## config.mk

```make
export PLATFORM = sky130hd
export DESIGN_NAME = acc_analog_comparator_control
export DESIGN_NICKNAME = d
export VERILOG_FILES = /design/src/rtl/acc_pkg.sv /design/src/rtl/acc_analog_comparator_control.sv
export SDC_FILE = /design/constraint.sdc
export NUM_CORES = 1
export LEC_CHECK = 0
export ABC_AREA = 1
export BUFFER_PORTS_ARGS = -buffer_cell sky130_fd_sc_hd__buf_2
export CAP_MARGIN = 20
export CORE_ASPECT_RATIO = 0.7
export CORE_MARGIN = 1.5
export CORE_UTILIZATION = 50
export CTS_CLUSTER_SIZE = 20
export DETAILED_ROUTE_END_ITERATION = 6
export PLACE_DENSITY = 0.81
export RECOVER_POWER = 25
export SLEW_MARGIN = 10
export SYNTH_ARGS = -nofsm -noshare
export SYNTH_HDL_FRONTEND = slang
export SYNTH_SLANG_ARGS = --single-unit
```

## constraint.sdc

```tcl
create_clock -name sys_clk -period 3.1 [get_ports sys_clk]
set_input_delay 0.775 -clock sys_clk [delete_from_list [all_inputs] [get_ports sys_clk]]
set_output_delay 0.775 -clock sys_clk [all_outputs]
set_load 0.03 [all_outputs]
```

## src/rtl/acc_pkg.sv

```systemverilog
package acc_pkg;
    // register offsets (byte addresses on the plain register port)
    localparam logic [7:0] ACC_CTRL_STATUS_OFF = 8'h50;
    localparam logic [7:0] ACC_CONV_CTRL_B_OFF = 8'h51;
    localparam logic [7:0] ACC_PIN_DISABLE_OFF = 8'h52;
    localparam logic [7:0] ACC_IRQ_STATUS_OFF = 8'h53;
    localparam logic [7:0] ACC_IRQ_MASK_OFF = 8'h54;
    localparam logic [7:0] ACC_CONV_CTRL_A_OFF = 8'h55;
    localparam logic [7:0] ACC_MUX_SELECT_OFF = 8'h56;

    // control/status field positions
    localparam int ACC_POWER_OFF_BIT = 7;
    localparam int ACC_BANDGAP_BIT = 6;
    localparam int ACC_RESULT_BIT = 5;
    localparam int ACC_FLAG_BIT = 4;
    localparam int ACC_IRQ_EN_BIT = 3;
    localparam int ACC_CAPTURE_BIT = 2;
    localparam int ACC_MODE_HI_BIT = 1;
    localparam int ACC_MODE_LO_BIT = 0;
    // converter control b
    localparam int ACC_NEG_MUX_EN_BIT = 6;
    // pin disable register
    localparam int ACC_NEG_BUF_OFF_BIT = 1;
    localparam int ACC_POS_BUF_OFF_BIT = 0;
    // converter control a / mux select
    localparam int ACC_CONV_EN_BIT = 7;
    localparam int ACC_CHAN_LSB = 0;
    localparam int ACC_CHAN_W = 3;
    // event status / mask bits
    localparam int ACC_EV_EDGE_BIT = 0;
    localparam int ACC_EV_CHANGE_BIT = 1;

    localparam logic [7:0] ACC_REG_RESET = 8'h00;
    localparam logic [7:0] ACC_UNMAPPED_READ = 8'h00;

    typedef enum logic [1:0] {
        ACC_MODE_TOGGLE = 2'b00,
        ACC_MODE_RESERVED = 2'b01,
        ACC_MODE_FALL = 2'b10,
        ACC_MODE_RISE = 2'b11
    } acc_mode_e;

    typedef struct packed {
        logic [7:0] addr;
        logic [7:0] wdata;
        logic wr;
        logic rd;
    } acc_bus_req_s;

    typedef struct packed {
        logic power_off;
        logic bandgap_sel;
        logic neg_from_mux;
        logic [ACC_CHAN_W-1:0] channel;
    } acc_analog_ctrl_s;
endpackage

```

## src/rtl/acc_analog_comparator_control.sv

```systemverilog
// Operation
// - bandgap select bit six puts bandgap on positive input, else positive pin
// - mux enable with converter off routes channel to negative input, else pin
// - raw comparator result high when positive input exceeds negative input
// - result passes a two flop synchroniser, one to two cycles latency
// - mode 00 toggle, 01 reserved, 10 falling, 11 rising
// - hardware sets flag bit four on the selected synchronised event
// - flag clears on vector entry or software write of one
// - interrupt request needs flag, enable bit three and global enable
// - disable bit seven powers comparator off, writable any time
// - capture enable bit two routes result to timer capture, else none
// - comparator capture interrupt only with timer capture irq enable set
// - converter mux usable as negative source only with power reduce clear
// - buffer off bits one and zero disable pin buffers, force pin reads zero
// - unused bits seven to two of pin disable register read zero
`timescale 1ns/10ps
module acc_analog_comparator_control
    import acc_pkg::*;
(
    // clock and reset
    input wire logic sys_clk,
    input wire logic sys_rst,
    // register port
    input wire logic [7:0] reg_addr,
    input wire logic [7:0] reg_wdata,
    input wire logic reg_wr,
    input wire logic reg_rd,
    output logic [7:0] reg_rdata,
    // analog front end
    input wire logic compare_raw,
    output acc_analog_ctrl_s analog_ctrl,
    // pin buffers and port reads
    input wire logic positive_pin_digital,
    input wire logic negative_pin_digital,
    output logic pos_pin_buffer_off,
    output logic neg_pin_buffer_off,
    output logic positive_pin_read,
    output logic negative_pin_read,
    // system inputs
    input wire logic global_irq_enable,
    input wire logic vector_ack,
    input wire logic converter_power_reduce,
    input wire logic timer_capture_irq_enable,
    // outputs to cpu and timer
    output logic compare_irq_req,
    output logic capture_source,
    output logic capture_route_enable,
    output logic capture_irq_allowed,
    output logic event_irq
);

    acc_bus_req_s req;
    assign req = '{addr: reg_addr, wdata: reg_wdata, wr: reg_wr, rd: reg_rd};

    logic [7:0] ctrl_q, ctrl_d;
    logic flag_q, flag_d;
    logic [7:0] conv_b_q;
    logic [1:0] pin_dis_q;
    logic [7:0] conv_a_q;
    logic [7:0] mux_sel_q;
    logic [1:0] ev_stat_q, ev_stat_d;
    logic [1:0] ev_mask_q;
    logic [1:0] sync_q;
    logic prev_q;
    logic [1:0] pin_sync1_q, pin_sync2_q;

    wire sel_ctrl = (req.addr == ACC_CTRL_STATUS_OFF);
    wire sel_conv_b = (req.addr == ACC_CONV_CTRL_B_OFF);
    wire sel_pin = (req.addr == ACC_PIN_DISABLE_OFF);
    wire sel_stat = (req.addr == ACC_IRQ_STATUS_OFF);
    wire sel_mask = (req.addr == ACC_IRQ_MASK_OFF);
    wire sel_conv_a = (req.addr == ACC_CONV_CTRL_A_OFF);
    wire sel_mux = (req.addr == ACC_MUX_SELECT_OFF);

    // synchronised comparator result
    wire result_sync = sync_q[1];
    wire rise = result_sync & ~prev_q;
    wire fall = ~result_sync & prev_q;
    wire [1:0] mode = ctrl_q[ACC_MODE_HI_BIT:ACC_MODE_LO_BIT];

    logic mode_event;
    always_comb begin
        case (acc_mode_e'(mode))
            ACC_MODE_TOGGLE: mode_event = rise | fall;
            ACC_MODE_FALL: mode_event = fall;
            ACC_MODE_RISE: mode_event = rise;
            default: mode_event = 1'b0;
        endcase
    end

    // set wins over both clears
    wire flag_wr_clr = req.wr & sel_ctrl & req.wdata[ACC_FLAG_BIT];
    always_comb begin
        flag_d = flag_q;
        if (vector_ack | flag_wr_clr) begin
            flag_d = 1'b0;
        end
        if (mode_event) begin
            flag_d = 1'b1;
        end
    end

    // control register: result and flag bits are not stored here
    always_comb begin
        ctrl_d = ctrl_q;
        if (req.wr & sel_ctrl) begin
            ctrl_d = req.wdata;
            ctrl_d[ACC_RESULT_BIT] = 1'b0;
            ctrl_d[ACC_FLAG_BIT] = 1'b0;
        end
    end

    // sticky block events: the mode-selected edge, and any result change
    wire [1:0] ev_now;
    assign ev_now[ACC_EV_EDGE_BIT] = mode_event;
    assign ev_now[ACC_EV_CHANGE_BIT] = rise | fall;
    wire stat_rd_clr = req.rd & sel_stat;
    always_comb begin
        ev_stat_d = ev_stat_q;
        if (stat_rd_clr) begin
            ev_stat_d = 2'b00;
        end
        ev_stat_d = ev_stat_d | ev_now;
    end

    // analog routing
    wire mux_usable = ~converter_power_reduce;
    wire neg_mux = conv_b_q[ACC_NEG_MUX_EN_BIT] & ~conv_a_q[ACC_CONV_EN_BIT]
                   & mux_usable;
    acc_analog_ctrl_s analog_d;
    assign analog_d.power_off = ctrl_q[ACC_POWER_OFF_BIT];
    assign analog_d.bandgap_sel = ctrl_q[ACC_BANDGAP_BIT];
    assign analog_d.neg_from_mux = neg_mux;
    assign analog_d.channel = mux_sel_q[ACC_CHAN_LSB +: ACC_CHAN_W];

    // read mux
    wire [7:0] ctrl_view = {ctrl_q[7:6], result_sync, flag_q, ctrl_q[3:0]};
    wire [7:0] rd_mux =
        sel_ctrl ? ctrl_view :
        sel_conv_b ? conv_b_q :
        sel_pin ? {6'h00, pin_dis_q} :
        sel_stat ? {6'h00, ev_stat_q} :
        sel_mask ? {6'h00, ev_mask_q} :
        sel_conv_a ? conv_a_q :
        sel_mux ? mux_sel_q : ACC_UNMAPPED_READ;

    wire capture_on = ctrl_q[ACC_CAPTURE_BIT];
    wire irq_d = flag_d & ctrl_d[ACC_IRQ_EN_BIT] & global_irq_enable;

    always_ff @(posedge sys_clk or posedge sys_rst) begin
        if (sys_rst) begin
            sync_q <= 2'b00;
            prev_q <= 1'b0;
            pin_sync1_q <= 2'b00;
            pin_sync2_q <= 2'b00;
        end else begin
            sync_q <= {sync_q[0], compare_raw};
            prev_q <= sync_q[1];
            pin_sync1_q <= {negative_pin_digital, positive_pin_digital};
            pin_sync2_q <= pin_sync1_q;
        end
    end

    always_ff @(posedge sys_clk or posedge sys_rst) begin
        if (sys_rst) begin
            ctrl_q <= ACC_REG_RESET;
            flag_q <= 1'b0;
            ev_stat_q <= 2'b00;
        end else begin
            ctrl_q <= ctrl_d;
            flag_q <= flag_d;
            ev_stat_q <= ev_stat_d;
        end
    end

    always_ff @(posedge sys_clk or posedge sys_rst) begin
        if (sys_rst) begin
            conv_b_q <= ACC_REG_RESET;
            pin_dis_q <= 2'b00;
            ev_mask_q <= 2'b00;
            conv_a_q <= ACC_REG_RESET;
            mux_sel_q <= ACC_REG_RESET;
        end else if (req.wr) begin
            if (sel_conv_b) begin
                conv_b_q <= req.wdata;
            end else if (sel_pin) begin
                pin_dis_q <= req.wdata[1:0];
            end else if (sel_mask) begin
                ev_mask_q <= req.wdata[1:0];
            end else if (sel_conv_a) begin
                conv_a_q <= req.wdata;
            end else if (sel_mux) begin
                mux_sel_q <= req.wdata;
            end
        end
    end

    always_ff @(posedge sys_clk or posedge sys_rst) begin
        if (sys_rst) begin
            reg_rdata <= 8'h00;
            analog_ctrl <= '0;
            pos_pin_buffer_off <= 1'b0;
            neg_pin_buffer_off <= 1'b0;
            positive_pin_read <= 1'b0;
            negative_pin_read <= 1'b0;
            compare_irq_req <= 1'b0;
            capture_source <= 1'b0;
            capture_route_enable <= 1'b0;
            capture_irq_allowed <= 1'b0;
            event_irq <= 1'b0;
        end else begin
            reg_rdata <= req.rd ? rd_mux : 8'h00;
            analog_ctrl <= analog_d;
            pos_pin_buffer_off <= pin_dis_q[ACC_POS_BUF_OFF_BIT];
            neg_pin_buffer_off <= pin_dis_q[ACC_NEG_BUF_OFF_BIT];
            positive_pin_read <= pin_sync2_q[0] & ~pin_dis_q[ACC_POS_BUF_OFF_BIT];
            negative_pin_read <= pin_sync2_q[1] & ~pin_dis_q[ACC_NEG_BUF_OFF_BIT];
            compare_irq_req <= irq_d;
            capture_source <= capture_on & result_sync;
            capture_route_enable <= capture_on;
            capture_irq_allowed <= capture_on & timer_capture_irq_enable;
            event_irq <= |(ev_stat_d & ev_mask_q);
        end
    end

endmodule

```

After elaboration in Yosys (flattened, before gate mapping)
Cells that the tools add are included.
{"block": "classes", "eq_ne": 9, "mux": 13, "bitwise_logic": 27, "n_reduce_logical": 7}
{"op": "2-to-1 mux 8 bit", "n": 8}
{"op": "equality test 8 x 7 -> 1 bit (second input constant)", "n": 7}
{"op": "AND 1 bit", "n": 13}
{"op": "NOT 1 bit", "n": 10}
{"op": "AND reduction 6 bit", "n": 1}
{"op": "AND reduction 5 bit", "n": 1}
{"op": "equality test 2 bit (second input constant)", "n": 2}
{"op": "2-to-1 mux 4 bit", "n": 1}
{"op": "AND reduction 4 bit", "n": 1}
{"op": "one-hot mux 1 bit (3 select lines)", "n": 1}
{"op": "AND reduction 3 bit", "n": 1}
{"op": "AND 2 bit", "n": 1}
{"op": "logical NOT 2 bit", "n": 1}
{"op": "2-to-1 mux 1 bit", "n": 2}
{"op": "2-to-1 mux 2 bit", "n": 1}
{"op": "bitwise OR 1 bit", "n": 2}
{"op": "bitwise OR 2 bit", "n": 1}
{"op": "AND reduction 2 bit", "n": 1}
{"op": "OR reduction 2 bit", "n": 1}
{"block": "word_totals", "regBits": 67, "input_bits": 27, "out_inout_bits": 23}

Depth between registers and ports, before layout
{"block": "depth", "word_depth": 9, "depth_mapped": 11, "mapped_depth_nobuf": 10}

Worst setup path after synthesis
No wires, ideal clock.
{"block": "synth_timing", "path_kind": "input to register", "from": "input port reg_addr[7]", "to": "register conv_a_q[0]", "setup_ns": 0.115, "t_arrival_ns": 1.761, "path_slack_ns": 1.224, "cell_stages": 9, "path_buffers": 1, "path_cell_list": "inv_1 > nand2_2 > nor2_8 > inv_2 > nor3_4 > nand2_4 > buf_6 > o21ai_2 > inv_2"}
{"block": "synth_between", "elab_chain_cells": 3}
{"element": "start: declaration", "line": "acc_analog_comparator_control.sv:24", "text": "input wire logic [7:0] reg_addr,"}
{"element": "equality test 8 x 7 -> 1 bit (on tied branches)", "line": "acc_analog_comparator_control.sv:71, acc_analog_comparator_control.sv:68, acc_analog_comparator_control.sv:69"}
{"element": "NOT 1 bit (no line)"}
{"element": "AND reduction 5 bit (no line) *"}
{"element": "end signal: assignment", "line": "acc_analog_comparator_control.sv:191", "text": "conv_a_q <= req.wdata;"}
{"element": "end: declaration", "line": "acc_analog_comparator_control.sv:59", "text": "logic [7:0] conv_a_q;"}
Every way passes the cells marked *; elsewhere a longest branch is shown, timed or not.
A chain may end at the register's enable or synchronous reset.

Worst setup path after layout
{"block": "layout_timing", "from": "input port reg_addr[7]", "to": "register compare_irq_req"}
{"element": "equality test 8 x 7 -> 1 bit", "line": "acc_analog_comparator_control.sv:67", "text": "wire sel_ctrl = (req.addr == ACC_CTRL_STATUS_OFF);"}
{"element": "AND 1 bit", "line": "acc_analog_comparator_control.sv:106", "text": "if (req.wr & sel_ctrl) begin"}
{"element": "2-to-1 mux 4 bit", "line": "acc_analog_comparator_control.sv:106"}
{"element": "via ctrl_d[3]", "line": "acc_analog_comparator_control.sv:55", "text": "logic [7:0] ctrl_q, ctrl_d;"}
{"element": "AND 1 bit (2 in series)", "line": "acc_analog_comparator_control.sv:148", "text": "wire irq_d = flag_d & ctrl_d[ACC_IRQ_EN_BIT] & global_irq_enable;"}
{"element": "via irq_d", "line": "acc_analog_comparator_control.sv:148"}
{"element": "end signal: assignment", "line": "acc_analog_comparator_control.sv:218", "text": "compare_irq_req <= irq_d;"}
{"element": "end: declaration", "line": "acc_analog_comparator_control.sv:45", "text": "output logic compare_irq_req,"}
The timed path passes the listed nets, and every way through them passes these cells.

==> results.tsv <==
stage	metric	value	unit
status	status	finished, violations left	
status	failing checks	max-capacitance violations, max-slew violations	
placement	dpl cells	410	
cells_and_area	design area	0.003299	sq mm
sta	post-route setup slack	0.7816	ns
run	number of max-cap violations	1	
worst_hold_path	Hold Path Class	register to register	
worst_setup_path	crit path max fanout	12	
power	peak supply drop	0.0002348	V
sta	final hold vios	0	
placement	dpl hpwl	4046	um
die	die span in x	92.99	um
sta	final critical-path required period	2.318	ns
sta	Final Setup Violations	0	
worst_hold_path	hold endpoint	pin_sync2_q[0]	
sta	Final Max Tran Viols	68	
power	leakage	1.773	nW
worst_setup_path	Setup CP Type	input pin to register	
sta	Layout Skew	0.004806	ns
worst_setup_path	Reg2Reg Launch Point	sync_q[1]	
placement	DP Area	0.003141	sq mm
cells_and_area	Area Overhead vs Synth	16.42	%
logic_synthesis	sequential share of the synthesized area	59.16	%
global_routing	number of global-route vias before repair	1973	
clock_tree	post-cts hold buffer count	0	
clock_tree	Post CTS Setup Buffer Count	0	
clock_tree	total CTS buffers	9	
clock_tree	root buf cell	clkbuf_8	
global_routing	initial antenna violation count	0	
global_routing	first-pass GRT wire length	9204	um
clock_tree	Worst-Skew Late Latency	0.33	ns
worst_setup_path	Worst setup EP type	register	
worst_setup_path	reg2reg end	event_irq	
die	die area	0.006136	sq mm
logic_synthesis	Synth cell types	26	
drt	Vias	2129	
worst_setup_path	WP data arrival	2.58	ns
clock_tree	CTS tree	built	
die	Row Count	22	
cells_and_area	Filler cells	464	
global_routing	grt ovf	0	
global_routing	largest net degree at the start of global routing	68	
global_routing	GRT Util Overall	20.09	%
clock_tree	CTS Sinks	67	
placement	gpl congestion	0.8880	
die	Die H	65.99	um
worst_hold_path	HP Start	pin_sync1_q[0]	
sta	Slew headroom	-5.169	%
logic_synthesis	Mean Syn Cell Area	9.672	sq um
die	Starting Density	53.07	%
sta	RSZ-0062 raised after global routing	no	
cells_and_area	ant diodes	0	
drt	drt first pass iters	4	
logic_synthesis	Mapped Cells	293	
worst_setup_path	Register-to-Register Path Depth	7	
drt	1st-iter DRT viols	152	
logic_synthesis	FF+latch count, synth	67	
power	PD cells	505.9	mW/mm^2
drt	Residual DRC	0	
cells_and_area	Cell Count, Final, Fillers Out	425	
worst_setup_path	critical path required time	3.36	ns
die	I/O pin total	50	
sta	final hold slack	0.3496	ns
drt	Vias/cell	5.009	
worst_hold_path	Hold Path Cell Cnt	0	
sta	FMAX	0.4313	GHz
cells_and_area	area taken by multi-input logic gates	925.9	sq um
logic_synthesis	Cell Area, Synth	0.002834	sq mm
cells_and_area	Nets	378	
cells_and_area	Reg area	0.001677	sq mm
logic_synthesis	number of synthesized flops with an enable pin	0	
logic_synthesis	dominant synthesized flop cell	dfrtp_1	
sta	Least-Margin Pin Slew	1.578	ns
placement	number of buffers added on ports	49	
worst_setup_path	CP startpoint kind	input pin	
worst_setup_path	R2R Setup Slk	1.72	ns
clock_tree	Longest Clk Path Bufs	2	
clock_tree	clk slew on worst S/H paths	0.06	ns
drt	routed wire length	5535	um
logic_synthesis	Post-synth ARST share	100.0	%
clock_tree	# resized after CTS	0	
sta	period utilization	74.79	%
sta	setup_tns	0	ns
drt	Routed Antenna Nets	0	
logic_synthesis	Syn. warnings	0	
cells_and_area	share of cells above drive strength 1	28.05	%
placement	pre-CTS setup slack	0.4486	ns
logic_synthesis	syn nets	322	
drt	wire per inst	13.02	um
clock_tree	H-tree depth	3	
die	Core Box Area	0.005340	sq mm
how the worst max path moves through the flow:
stage               depth (start not counted)              end        start  slack, ns
finish                                     10  compare_irq_req  reg_addr[7]       0.78
CTS                                        10  compare_irq_req  reg_addr[7]       0.79
global placement                           10  compare_irq_req  reg_addr[7]       0.54
floorplan                                   1   analog_ctrl[0]      sys_rst       0.64
global route                               10  compare_irq_req  reg_addr[7]       0.53
detailed placement                         10  compare_irq_req  reg_addr[7]       0.45
layout by cell type, fill, tap and decap left out:
cell type / instances
a21boi_1: 1
a21oi_1: 8
a31oi_1: 6
buf_2: 49
clkbuf_1: 3
clkbuf_2: 1
clkbuf_8: 10
clkinv_2: 1
clkinvlp_4: 1
dfrtp_1: 67
ha_1: 2
inv_1: 47
inv_2: 5
nand2_1: 66
nand2_2: 5
nand2_4: 3
nand3_1: 7
nand4_1: 6
nor2_1: 11
nor2_2: 1
nor2_4: 2
nor2_8: 1
nor3_1: 1
nor3_4: 2
o211ai_1: 2
o21ai_0: 24
o21ai_1: 3
o21ai_2: 16
or2_2: 2
cell families after synthesis:
family	after synthesis	share of synthesized area, %
compound gates	60	13.25
fa+ha+maj	2	0.8829
buf+inv	57	8.168
flops	67	59.16
simple gates	107	18.54
flip-flops by register name, indices dropped and copies added (netlist names), 2 cells and up:
| name | count |
|---|---|
| conv_a_q | 8 |
| conv_b_q | 8 |
| mux_sel_q | 8 |
| reg_rdata | 8 |
| analog_ctrl | 6 |
| ctrl_q | 6 |
| ev_mask_q | 2 |
| ev_stat_q | 2 |
| pin_dis_q | 2 |
| pin_sync1_q | 2 |
| pin_sync2_q | 2 |
| sync_q | 2 |
through the flow:
step                util [%]  power, mW
finish                 61.79      1.669
global placement       58.81      1.083
detailed placement     58.81      1.088
global route           61.79      1.744
CTS                    61.83      1.686
floorplan                  -      1.032
metal layers:
metal	GRT usage, %	routed length, um	up-vias
met3	6.207	469	9
met4	5.492	70	0
met5	0	0	-
met2	29.56	2317	95
li1	-	-	1039
met1	28.78	2677	986
synthesized netlist by cell type (3+ instances only):
cell type / number / area (sq um)
o21ai_1: 3 / 15.01
a21oi_1: 8 / 40.04
nor2_1: 11 / 41.29
o21ai_0: 24 / 120.1
nand2_2: 5 / 31.28
dfrtp_1: 67 / 1677
nand2_4: 3 / 33.78
nand3_1: 7 / 35.03
inv_1: 47 / 176.4
nand2_1: 66 / 247.7
o21ai_2: 16 / 140.1
nand4_1: 6 / 37.54
a31oi_1: 6 / 37.54
inv_2: 5 / 18.77
power breakdown:
group          total (mW)  internal [mW]  switching, mW
Combinational       0.140         0.0435         0.0966
Sequential          0.931          0.910         0.0209
Clock               0.598          0.307          0.291
Total                1.67           1.26          0.408
critical path, stage by stage:
cell and delay [ns]:
buf_2 0.09, inv_1 0.05, nand2_2 0.08, nor2_8 0.15, nand2_4 0.10, nor2_1 0.54
nand2_1 0.38, o21ai_1 0.26, nand2_1 0.07, nor2_1 0.08
area by class of cell:
cell class                 count  area share, %
tap                           72          2.730
clock inverter                 2         0.3792
inverter                      52          5.916
sequential                    67          50.82
clock buffer                  13          4.513
timing repair buffer          50          7.584
multi-input combinational    169          28.06
No activity file was read; power rests on OpenSTA's default activity.
